[src/rtl/ewc_defs.vh]
// Purpose: Shared constants for the external wait and idle controller
// Assumes: Included by bare name from the decoder and controller design files of the block
// Notes: Offsets are byte addresses on a 32-bit classic Wishbone slave
`ifndef EWC_DEFS_VH
`define EWC_DEFS_VH

// ----------------------------------------------------------------
// Register offsets
// ----------------------------------------------------------------
`define EWC_OFS_IDLE_WAIT 8'h00
`define EWC_OFS_AREA4 8'h04
`define EWC_OFS_STROBE 8'h08
`define EWC_OFS_LONG_WAIT 8'h0c
`define EWC_OFS_MEM_TYPE 8'h10
`define EWC_OFS_STATUS 8'h14

// ----------------------------------------------------------------
// Reset values and writable-bit masks
// ----------------------------------------------------------------
`define EWC_RST_IDLE_WAIT 16'haaff
`define EWC_RST_AREA4 16'h000b
`define EWC_RST_STROBE 16'h0000
`define EWC_RST_LONG_WAIT 16'h7fff
`define EWC_RST_MEM_TYPE 16'h0000
`define EWC_MSK_IDLE_WAIT 16'hffff
`define EWC_MSK_AREA4 16'hdf0f
`define EWC_MSK_STROBE 16'h3bff
`define EWC_MSK_LONG_WAIT 16'h7fff
`define EWC_MSK_MEM_TYPE 16'h000f

// ----------------------------------------------------------------
// Field positions
// ----------------------------------------------------------------
`define EWC_IDLE_LSB 8
`define EWC_WAIT_LSB 0
`define EWC_A4_WAIT_LSB 0
`define EWC_A4_IDLE_LSB 2
`define EWC_MASK_LSB 8
`define EWC_RELEASE_LSB 14
`define EWC_SETUP_LSB 11

// ----------------------------------------------------------------
// Memory types and special codes
// ----------------------------------------------------------------
`define EWC_MEM_ORDINARY 2'h0
`define EWC_MEM_DRAM 2'h1
`define EWC_MEM_SDRAM 2'h2
`define EWC_WAIT_LONG 2'h3
`define EWC_AREA4 3'h4

`endif

[src/rtl/ewc_area_decode.v]
// Purpose: Turns the control fields of one area into cycle counts
// Assumes: area is 0 to 4; codes marked reserved are not written
// Notes: Purely combinational; the counters register the cycle counts, honourWait feeds the sequencer unregistered
`timescale 1ns/10ps
`default_nettype none
`include "ewc_defs.vh"

module ewc_area_decode (
	input wire [2:0] area,
	input wire [15:0] idleWaitCtl,
	input wire [15:0] area4Ctl,
	input wire [15:0] strobeCtl,
	input wire [15:0] longWaitSel,
	input wire [15:0] memType,
	output reg [3:0] waitCycles,
	output reg honourWait,
	output reg [2:0] idleCycles,
	output reg [2:0] setupCycles,
	output reg [2:0] releaseCycles
);

// ----------------------------------------------------------------
// Code tables
// ----------------------------------------------------------------
function [2:0] idleOf;
	input [1:0] code;
	begin
		idleOf = (code == 2'h3) ? 3'h4 : {1'b0, code};
	end
endfunction

// Long wait spans 3 to 14 cycles
function [3:0] longOf;
	input [2:0] code;
	begin
		case (code)
		3'h0, 3'h1, 3'h2, 3'h3: longOf = {1'b0, code} + 4'h3;
		3'h4: longOf = 4'h8;
		3'h5: longOf = 4'ha;
		3'h6: longOf = 4'hc;
		default: longOf = 4'he;
		endcase
	end
endfunction

reg [1:0] idleSel;
reg [1:0] waitSel;
reg [1:0] kind;
reg maskBit;

always @* begin
	if (area == `EWC_AREA4) begin
		idleSel = area4Ctl[`EWC_A4_IDLE_LSB +: 2];
		waitSel = area4Ctl[`EWC_A4_WAIT_LSB +: 2];
	end else begin
		idleSel = idleWaitCtl[`EWC_IDLE_LSB + {area[1:0], 1'b0} +: 2];
		waitSel = idleWaitCtl[`EWC_WAIT_LSB + {area[1:0], 1'b0} +: 2];
	end
	maskBit = area4Ctl[`EWC_MASK_LSB + area];
	if (area == 3'h2 && memType[1:0] == `EWC_MEM_SDRAM) begin
		kind = `EWC_MEM_SDRAM;
	end else if (area == 3'h3) begin
		kind = memType[3:2];
	end else begin
		kind = `EWC_MEM_ORDINARY;
	end
	idleCycles = idleOf(idleSel);
	case (kind)
	`EWC_MEM_SDRAM: begin
		waitCycles = {2'h0, waitSel};
		honourWait = 1'b0;
	end
	`EWC_MEM_DRAM: begin
		waitCycles = (waitSel == 2'h3) ? 4'h2 : {2'h0, waitSel};
		honourWait = ~maskBit & (waitSel != 2'h0);
	end
	default: begin
		if (waitSel == `EWC_WAIT_LONG) begin
			waitCycles = longOf(longWaitSel[3*area +: 3]);
		end else begin
			waitCycles = {2'h0, waitSel};
		end
		honourWait = ~maskBit & (waitSel != 2'h0);
	end
	endcase
	if (area == `EWC_AREA4) begin
		case (strobeCtl[`EWC_SETUP_LSB +: 3])
		3'h0: setupCycles = 3'h0;
		3'h1: setupCycles = 3'h1;
		3'h2: setupCycles = 3'h3;
		3'h3: setupCycles = 3'h5;
		default: setupCycles = 3'h7;
		endcase
		case (area4Ctl[`EWC_RELEASE_LSB +: 2])
		2'h0: releaseCycles = 3'h1;
		2'h1: releaseCycles = 3'h2;
		default: releaseCycles = 3'h4;
		endcase
		if (!honourWait) begin
			releaseCycles = 3'h0;
		end
	end else begin
		setupCycles = 3'h0;
		releaseCycles = 3'h0;
	end
end

endmodule // ewc_area_decode

`default_nettype wire

[src/rtl/ewc_down_counter.v]
// Purpose: Loadable down counter that stops at zero
// Assumes: Single clock, asynchronous active-high reset
// Notes: zero is decoded from the held count, so it is glitch free
`timescale 1ns/10ps
`default_nettype none

module ewc_down_counter #(
	parameter WIDTH = 4
) (
	input wire core_clk,
	input wire rst,
	input wire load,
	input wire [WIDTH-1:0] loadValue,
	output wire zero
);

reg [WIDTH-1:0] count_reg;

always @(posedge core_clk or posedge rst) begin
	if (rst) begin
		count_reg <= {WIDTH{1'b0}};
	end else if (load) begin
		count_reg <= loadValue;
	end else if (count_reg != {WIDTH{1'b0}}) begin
		count_reg <= count_reg - {{(WIDTH-1){1'b0}}, 1'b1};
	end
end

assign zero = (count_reg == {WIDTH{1'b0}});

endmodule // ewc_down_counter

`default_nettype wire

[src/rtl/ewc_wait_ctrl.v]
// Purpose: Wait-state, idle-cycle and wait-mask control for five areas
// Assumes: Requests and the wait pin are synchronous to core_clk
// Notes: Registers are reached over a classic Wishbone slave
`timescale 1ns/10ps
`default_nettype none
`include "ewc_defs.vh"

module ewc_wait_ctrl (
	input wire core_clk,
	input wire rst,
	input wire wb_cyc_i,
	input wire wb_stb_i,
	input wire wb_we_i,
	input wire [7:0] wb_adr_i,
	input wire [3:0] wb_sel_i,
	input wire [31:0] wb_dat_i,
	output wire [31:0] wb_dat_o,
	output wire wb_ack_o,
	input wire reqValid,
	input wire [2:0] reqArea,
	input wire reqWrite,
	input wire extWaitN,
	output wire [4:0] areaSelectN,
	output wire readStrobeN,
	output wire writeStrobeN,
	output wire accessDone
);

// ----------------------------------------------------------------
// Sequencer states
// ----------------------------------------------------------------
localparam ST_IDLE = 2'h0;
localparam ST_SETUP = 2'h1;
localparam ST_WAIT = 2'h2;
localparam ST_RELEASE = 2'h3;

// ----------------------------------------------------------------
// Register storage
// ----------------------------------------------------------------
reg [15:0] idleWait_reg;
reg [15:0] area4_reg;
reg [15:0] strobe_reg;
reg [15:0] longWait_reg;
reg [15:0] memType_reg;
reg [31:0] rdData_reg;
reg ack_reg;

reg [1:0] state_reg;
reg [2:0] curArea_reg;
reg curWrite_reg;
reg [2:0] prevArea_reg;
reg prevWrite_reg;
reg [4:0] selectN_reg;
reg readStrobeN_reg;
reg writeStrobeN_reg;
reg done_reg;

wire wbReq = wb_cyc_i & wb_stb_i;
// Write lands on the edge at which the master sees ack high
wire wbWrite = wbReq & wb_we_i & ack_reg;

// Byte lanes 0 and 1 only; reserved bits are forced low here
function [15:0] wrMerge;
	input [15:0] old;
	input [31:0] dat;
	input [3:0] sel;
	input [15:0] mask;
	begin
		wrMerge = old;
		if (sel[0]) begin
			wrMerge[7:0] = dat[7:0];
		end
		if (sel[1]) begin
			wrMerge[15:8] = dat[15:8];
		end
		wrMerge = wrMerge & mask;
	end
endfunction

// ----------------------------------------------------------------
// Wishbone slave
// ----------------------------------------------------------------
always @(posedge core_clk or posedge rst) begin
	if (rst) begin
		ack_reg <= 1'b0;
	end else begin
		ack_reg <= wbReq & ~ack_reg;
	end
end

always @(posedge core_clk or posedge rst) begin
	if (rst) begin
		idleWait_reg <= `EWC_RST_IDLE_WAIT;
		area4_reg <= `EWC_RST_AREA4;
		strobe_reg <= `EWC_RST_STROBE;
		longWait_reg <= `EWC_RST_LONG_WAIT;
		memType_reg <= `EWC_RST_MEM_TYPE;
	end else if (wbWrite) begin
		case (wb_adr_i)
		`EWC_OFS_IDLE_WAIT: begin
			idleWait_reg <= wrMerge(idleWait_reg, wb_dat_i, wb_sel_i,
				`EWC_MSK_IDLE_WAIT);
		end
		`EWC_OFS_AREA4: begin
			area4_reg <= wrMerge(area4_reg, wb_dat_i, wb_sel_i,
				`EWC_MSK_AREA4);
		end
		`EWC_OFS_STROBE: begin
			strobe_reg <= wrMerge(strobe_reg, wb_dat_i, wb_sel_i,
				`EWC_MSK_STROBE);
		end
		`EWC_OFS_LONG_WAIT: begin
			longWait_reg <= wrMerge(longWait_reg, wb_dat_i, wb_sel_i,
				`EWC_MSK_LONG_WAIT);
		end
		`EWC_OFS_MEM_TYPE: begin
			memType_reg <= wrMerge(memType_reg, wb_dat_i, wb_sel_i,
				`EWC_MSK_MEM_TYPE);
		end
		default: begin
			idleWait_reg <= idleWait_reg;
		end
		endcase
	end
end

// Unmapped offsets still acknowledge and read as zero
always @(posedge core_clk or posedge rst) begin
	if (rst) begin
		rdData_reg <= 32'h00000000;
	end else if (wbReq & ~ack_reg) begin
		case (wb_adr_i)
		`EWC_OFS_IDLE_WAIT: rdData_reg <= {16'h0000, idleWait_reg};
		`EWC_OFS_AREA4: rdData_reg <= {16'h0000, area4_reg};
		`EWC_OFS_STROBE: rdData_reg <= {16'h0000, strobe_reg};
		`EWC_OFS_LONG_WAIT: rdData_reg <= {16'h0000, longWait_reg};
		`EWC_OFS_MEM_TYPE: rdData_reg <= {16'h0000, memType_reg};
		`EWC_OFS_STATUS: begin
			rdData_reg <= {20'h00000, 3'h0, extWaitN, 1'b0, curArea_reg,
				2'h0, state_reg};
		end
		default: rdData_reg <= 32'h00000000;
		endcase
	end
end

assign wb_dat_o = rdData_reg;
assign wb_ack_o = ack_reg;

// ----------------------------------------------------------------
// Per-area settings
// ----------------------------------------------------------------
// In idle the decoder looks ahead at the request, so the first
// counter load already has the new area's settings.
wire [2:0] decArea = (state_reg == ST_IDLE) ? reqArea : curArea_reg;
wire [3:0] waitCycles;
wire honourWait;
wire [2:0] idleCycles;
wire [2:0] setupCycles;
wire [2:0] releaseCycles;

ewc_area_decode u_decode (
	.area(decArea),
	.idleWaitCtl(idleWait_reg),
	.area4Ctl(area4_reg),
	.strobeCtl(strobe_reg),
	.longWaitSel(longWait_reg),
	.memType(memType_reg),
	.waitCycles(waitCycles),
	.honourWait(honourWait),
	.idleCycles(idleCycles),
	.setupCycles(setupCycles),
	.releaseCycles(releaseCycles)
);

// ----------------------------------------------------------------
// Counters
// ----------------------------------------------------------------
reg phaseLoad;
reg [3:0] phaseValue;
reg gapLoad;
wire phaseZero;
wire gapZero;

ewc_down_counter #(
	.WIDTH(4)
) u_phase (
	.core_clk(core_clk),
	.rst(rst),
	.load(phaseLoad),
	.loadValue(phaseValue),
	.zero(phaseZero)
);

// Gap counter starts when the strobe ends and carries the
// finished area's idle count.
ewc_down_counter #(
	.WIDTH(3)
) u_gap (
	.core_clk(core_clk),
	.rst(rst),
	.load(gapLoad),
	.loadValue(idleCycles),
	.zero(gapZero)
);

// ----------------------------------------------------------------
// Access sequencer
// ----------------------------------------------------------------
wire areaChange = (reqArea != prevArea_reg);
wire readToWrite = ~prevWrite_reg & reqWrite;
wire needGap = areaChange | readToWrite;
// done_reg blocks a second take of a request still held high
wire start = reqValid & ~done_reg & (~needGap | gapZero);
wire waitHeld = honourWait & ~extWaitN;
wire waitOver = phaseZero & ~waitHeld;

reg [1:0] state_next;

// Setup and release load one less: the edge that leaves a phase is its last cycle
always @* begin
	state_next = state_reg;
	phaseLoad = 1'b0;
	phaseValue = 4'h0;
	gapLoad = 1'b0;
	case (state_reg)
	ST_IDLE: begin
		if (start) begin
			phaseLoad = 1'b1;
			if (setupCycles != 3'h0) begin
				phaseValue = {1'b0, setupCycles} - 4'h1;
				state_next = ST_SETUP;
			end else begin
				phaseValue = waitCycles;
				state_next = ST_WAIT;
			end
		end
	end
	ST_SETUP: begin
		if (phaseZero) begin
			phaseLoad = 1'b1;
			phaseValue = waitCycles;
			state_next = ST_WAIT;
		end
	end
	ST_WAIT: begin
		if (waitOver) begin
			if (releaseCycles != 3'h0) begin
				phaseLoad = 1'b1;
				phaseValue = {1'b0, releaseCycles} - 4'h1;
				state_next = ST_RELEASE;
			end else begin
				gapLoad = 1'b1;
				state_next = ST_IDLE;
			end
		end
	end
	ST_RELEASE: begin
		if (phaseZero) begin
			gapLoad = 1'b1;
			state_next = ST_IDLE;
		end
	end
	default: begin
		state_next = ST_IDLE;
	end
	endcase
end

wire strobeOn = (state_next == ST_WAIT) | (state_next == ST_RELEASE);
wire finishing = gapLoad;

always @(posedge core_clk or posedge rst) begin
	if (rst) begin
		state_reg <= ST_IDLE;
		curArea_reg <= 3'h0;
		curWrite_reg <= 1'b0;
		prevArea_reg <= 3'h0;
		prevWrite_reg <= 1'b1;
		selectN_reg <= 5'h1f;
		readStrobeN_reg <= 1'b1;
		writeStrobeN_reg <= 1'b1;
		done_reg <= 1'b0;
	end else begin
		state_reg <= state_next;
		done_reg <= finishing;
		if (state_reg == ST_IDLE && start) begin
			curArea_reg <= reqArea;
			curWrite_reg <= reqWrite;
			selectN_reg <= ~(5'h01 << reqArea);
		end else if (finishing) begin
			selectN_reg <= 5'h1f;
			prevArea_reg <= curArea_reg;
			prevWrite_reg <= curWrite_reg;
		end
		if (state_reg == ST_IDLE) begin
			readStrobeN_reg <= ~(strobeOn & ~reqWrite);
			writeStrobeN_reg <= ~(strobeOn & reqWrite);
		end else begin
			readStrobeN_reg <= ~(strobeOn & ~curWrite_reg);
			writeStrobeN_reg <= ~(strobeOn & curWrite_reg);
		end
	end
end

// ----------------------------------------------------------------
// Pins
// ----------------------------------------------------------------
assign areaSelectN = selectN_reg;
assign readStrobeN = readStrobeN_reg;
assign writeStrobeN = writeStrobeN_reg;
assign accessDone = done_reg;

endmodule // ewc_wait_ctrl

`default_nettype wire
[config.mk]
export PLATFORM = sky130hd
export DESIGN_NAME = ewc_wait_ctrl
export DESIGN_NICKNAME = d
export VERILOG_FILES = /design/src/rtl/ewc_area_decode.v /design/src/rtl/ewc_down_counter.v /design/src/rtl/ewc_wait_ctrl.v
export VERILOG_INCLUDE_DIRS = /design/src /design/src/rtl
export SDC_FILE = /design/constraint.sdc
export NUM_CORES = 1
export LEC_CHECK = 0
export ABC_AREA = 1
export BUFFER_PORTS_ARGS = -buffer_cell sky130_fd_sc_hd__buf_4
export CAP_MARGIN = 5
export CORE_UTILIZATION = 25
export CTS_CLUSTER_SIZE = 40
export DETAILED_ROUTE_END_ITERATION = 12
export PLACE_DENSITY = 0.41
export SYNTH_ARGS = -nofsm -noshare
export SYNTH_HDL_FRONTEND = slang
export SYNTH_SLANG_ARGS = --single-unit
[constraint.sdc]
create_clock -name core_clk -period 5.3 [get_ports core_clk]
set_input_delay 0.53 -clock core_clk [delete_from_list [all_inputs] [get_ports core_clk]]
set_output_delay 0.53 -clock core_clk [all_outputs]
set_load 0.03 [all_outputs]
==> impl_metrics.env <==
export IMPL_placed_area_um2=6290
export IMPL_antenna_found_initial=0
export IMPL_path_clk_slew_ns=0.08
export IMPL_maxSlewHeadroom_pct=30.7
export IMPL_vias=4728
export IMPL_syn_area_per_cell_um2=7.76
export IMPL_rsz0062_at_grt="no"
export IMPL_core_area_um2=21900
export IMPL_cts_tree="done"
export IMPL_holdBufCountCts=0
export IMPL_antenna_cells=0
export IMPL_grt_start_max_net_pins=52
export IMPL_cts_root_buf="clkbuf_16"
export IMPL_criticalPathCategory="reg2reg"
export IMPL_ys_warn_count=0
export IMPL_timing_setup_tns_ns=0
export IMPL_cts_max_level=3
export IMPL_cts_sinks=101
export IMPL_dieArea_um2=23000
export IMPL_outcome="finished, final reports clean"
export IMPL_synth_ff_type="dfrtp_1"
export IMPL_synthesis_area_um2=5610
export IMPL_setup_viol=0
export IMPL_io_buffers=61
export IMPL_path_cells="nor2_4 > o21ai_2 > inv_2 > nand2_1 > nor4_1 > a21oi_1 > inv_1 > ha_1 > inv_1 > nand2_1 > nor2_1 > nand3_1 > nor2_1 > nand2_2 > nand2_2 > inv_2 > nor2_1 > nor2_1"
export IMPL_crit_fanout=13
export IMPL_grt_pass1_vias=4654
export IMPL_power_density_nw_per_um2=401
export IMPL_synth_seq_cells=101
export IMPL_ant_nets=0
export IMPL_vias_per_cell=4.43
export IMPL_synth_edf_count=0
export IMPL_cp_start_kind="register"
export IMPL_p_int_mw=1.55
export IMPL_cts_setup_buffers=0
export IMPL_dp_cells=1051
export IMPL_slowest_delay_ns=0.59
export IMPL_drc=0
export IMPL_groute_usage_overall_pct=15.3
export IMPL_slew_violations=0
export IMPL_drt_total_wl_um=16400
export IMPL_fp_dieW_um=152
export IMPL_drt_pass1_iter_count=6
export IMPL_dp_hpwl_um=12600
export IMPL_required_ns=5.56
export IMPL_area_growth_synth_to_final_pct=17.4
export IMPL_worst_pin_slew_ns=1.03
export IMPL_final_common_cell="nand2_1"
export IMPL_combPwrFrac_pct=38.9
export IMPL_fin_cells=1067
export IMPL_initial_core_util_pct=25.6
export IMPL_skew_ns=0.0137
export IMPL_io_pins=96
export IMPL_synth_cell_types=44
export IMPL_design_area_um2=6580
export IMPL_finalNetCount=844
export IMPL_arrival_ns=3.44
export IMPL_maxCapViolations=0
export IMPL_fmax_mhz=315
export IMPL_fin_crit_sh_pct=60.0
export IMPL_cts_buffers=9
export IMPL_worstSkewPairLatency_ns=0.37
export IMPL_core_rowCount=54
export IMPL_ir_drop_mv=0.154
export IMPL_drive_gt1_share_pct=20.6
export IMPL_cts_resized=0
export IMPL_clkPwrFrac_pct=25.5
export IMPL_cpMostUsedCell="nor2_1"
export IMPL_synthCells=723
export IMPL_async_flop_share_pct=100
export IMPL_grt_pass1_wl_um=26300
export IMPL_period_needed_ns=3.18
export IMPL_grt_overflow=0
export IMPL_mostFrequentLayoutCells="nand2_1, inv_1, o21ai_0"
export IMPL_num_fill_cells=2421
export IMPL_p_switching_mw=1.09
export IMPL_hold_path_class="in2async"
export IMPL_slowest_stage="o21ai_2"
export IMPL_fp_dieH_um=152
export IMPL_drtIter0Drc=312
export IMPL_seq_power_share_pct=35.6
export IMPL_switching_share_pct=41.3
export IMPL_place_congestion=0.777
export IMPL_wl_per_cell_um=15.4
export IMPL_seq_area_frac_synth_pct=45.9
export IMPL_final_hold_violation_count=0
export IMPL_clock_path_buffers=2
export IMPL_end_kind="register"
export IMPL_p_leak_nw=3.06
## Yosys cell counts, types with 3 or more instances
cell        n  share of area (%)
a21oi_1    19                1.7
a221oi_1    6               0.94
buf_4      16                2.1
clkbuf_1   11               0.74
dfrtp_1    63                 28
dfstp_2    38                 18
ha_1        7                1.6
inv_1     102                6.8
inv_2       4               0.27
nand2_1   198                 13
nand2_2    17                1.9
nand2_4     4               0.80
nand3_1    50                4.5
nor2_1     31                2.1
nor3_1      7               0.62
nor3_2      3               0.54
nor4_1      6               0.67
o211ai_1    3               0.40
o21ai_0    94                8.4
o21ai_2     6               0.94
o221ai_1    4               0.62
o22ai_1     5               0.56
xor2_1      4               0.62
## power groups by stage
stage | Clock, mW | Sequential [mW] | Combinational [mW]
6_report | 0.674 | 0.942 | 1.03
5_1_grt | 0.717 | 0.954 | 1.17
4_1_cts | 0.694 | 0.943 | 1.04
3_5_place_dp | 0 | 0.957 | 1.04
3_3_place_gp | 0 | 0.956 | 1.04
2_1_floorplan | 0 | 1.01 | 0.749
## cell families after synthesis
group / count (synthesis) / share of synthesized area, %
and+or+nand+nor: 325 / 26.2
AOI/OAI and AO/OA: 146 / 14.7
buffers and inverters: 139 / 10.9
DFF: 101 / 45.9
adders and majority gates: 7 / 1.56
xor gates and xnor gates: 4 / 0.625
other: 1 / 0.0669
## worst max-delay path: cells and delay by family, from the launching register on
family	cells	cell delay, ns
and+or+nand+nor	11	1.22
AOI/OAI and AO/OA	2	0.77
DFF	1	0.48
buffers and inverters	4	0.40
adders and majority gates	1	0.21
## layout make-up
class	count	area (µm²)	share of cell area (%)
Sequential cell	101	2570	39.1
Multi-Input combinational cell	498	2480	37.6
Timing Repair Buffer	63	473	7.18
Inverter	109	417	6.33
Tap cell	280	350	5.32
Clock buffer	9	225	3.42
Clock inverter	7	65.1	0.988
## per-stage QoR
step	hold WS (ns)	power [mW]	util (%)	setup WS, ns
floorplan	0.449	1.75	-	2.19
global placement	0.458	1.99	28.7	2.14
global route	0.311	2.84	30.1	1.82
detailed placement	0.459	1.99	28.7	2.13
CTS	0.283	2.68	30.1	2.11
finish	0.257	2.64	30.1	2.12
## worst paths after layout
check                                           start                                to  slack (ns)  cells after the start
min in group core_clk                     wb_dat_i[6]       idleWait_reg[6]$_DFFE_PP1P_        0.43                      3
min                                               rst        curArea_reg[1]$_DFFE_PP0P_        0.26                      2
max in group asynchronous                         rst          wb_dat_o[13]$_DFFE_PP0P_        3.92                      3
min reg2reg                areaSelectN[0]$_DFFE_PP1P_        areaSelectN[0]$_DFFE_PP1P_        0.47                      2
max reg2reg                    state_reg[0]$_DFF_PP0_  u_phase.count_reg[2]$_DFFE_PP0P_        2.12                     18
max                            state_reg[0]$_DFF_PP0_  u_phase.count_reg[2]$_DFFE_PP0P_        2.12                     18
## metal layers
metal / vias to the layer above / wire, µm / GRT usage (%)
li1: 2423 / - / -
met1: 2180 / 8320 / 22.1
met2: 104 / 7190 / 22.7
met3: 21 / 668 / 2.93
met4: 0 / 271 / 5.05
met5: - / 0 / 0
No activity file was read; power rests on OpenSTA's default activity.
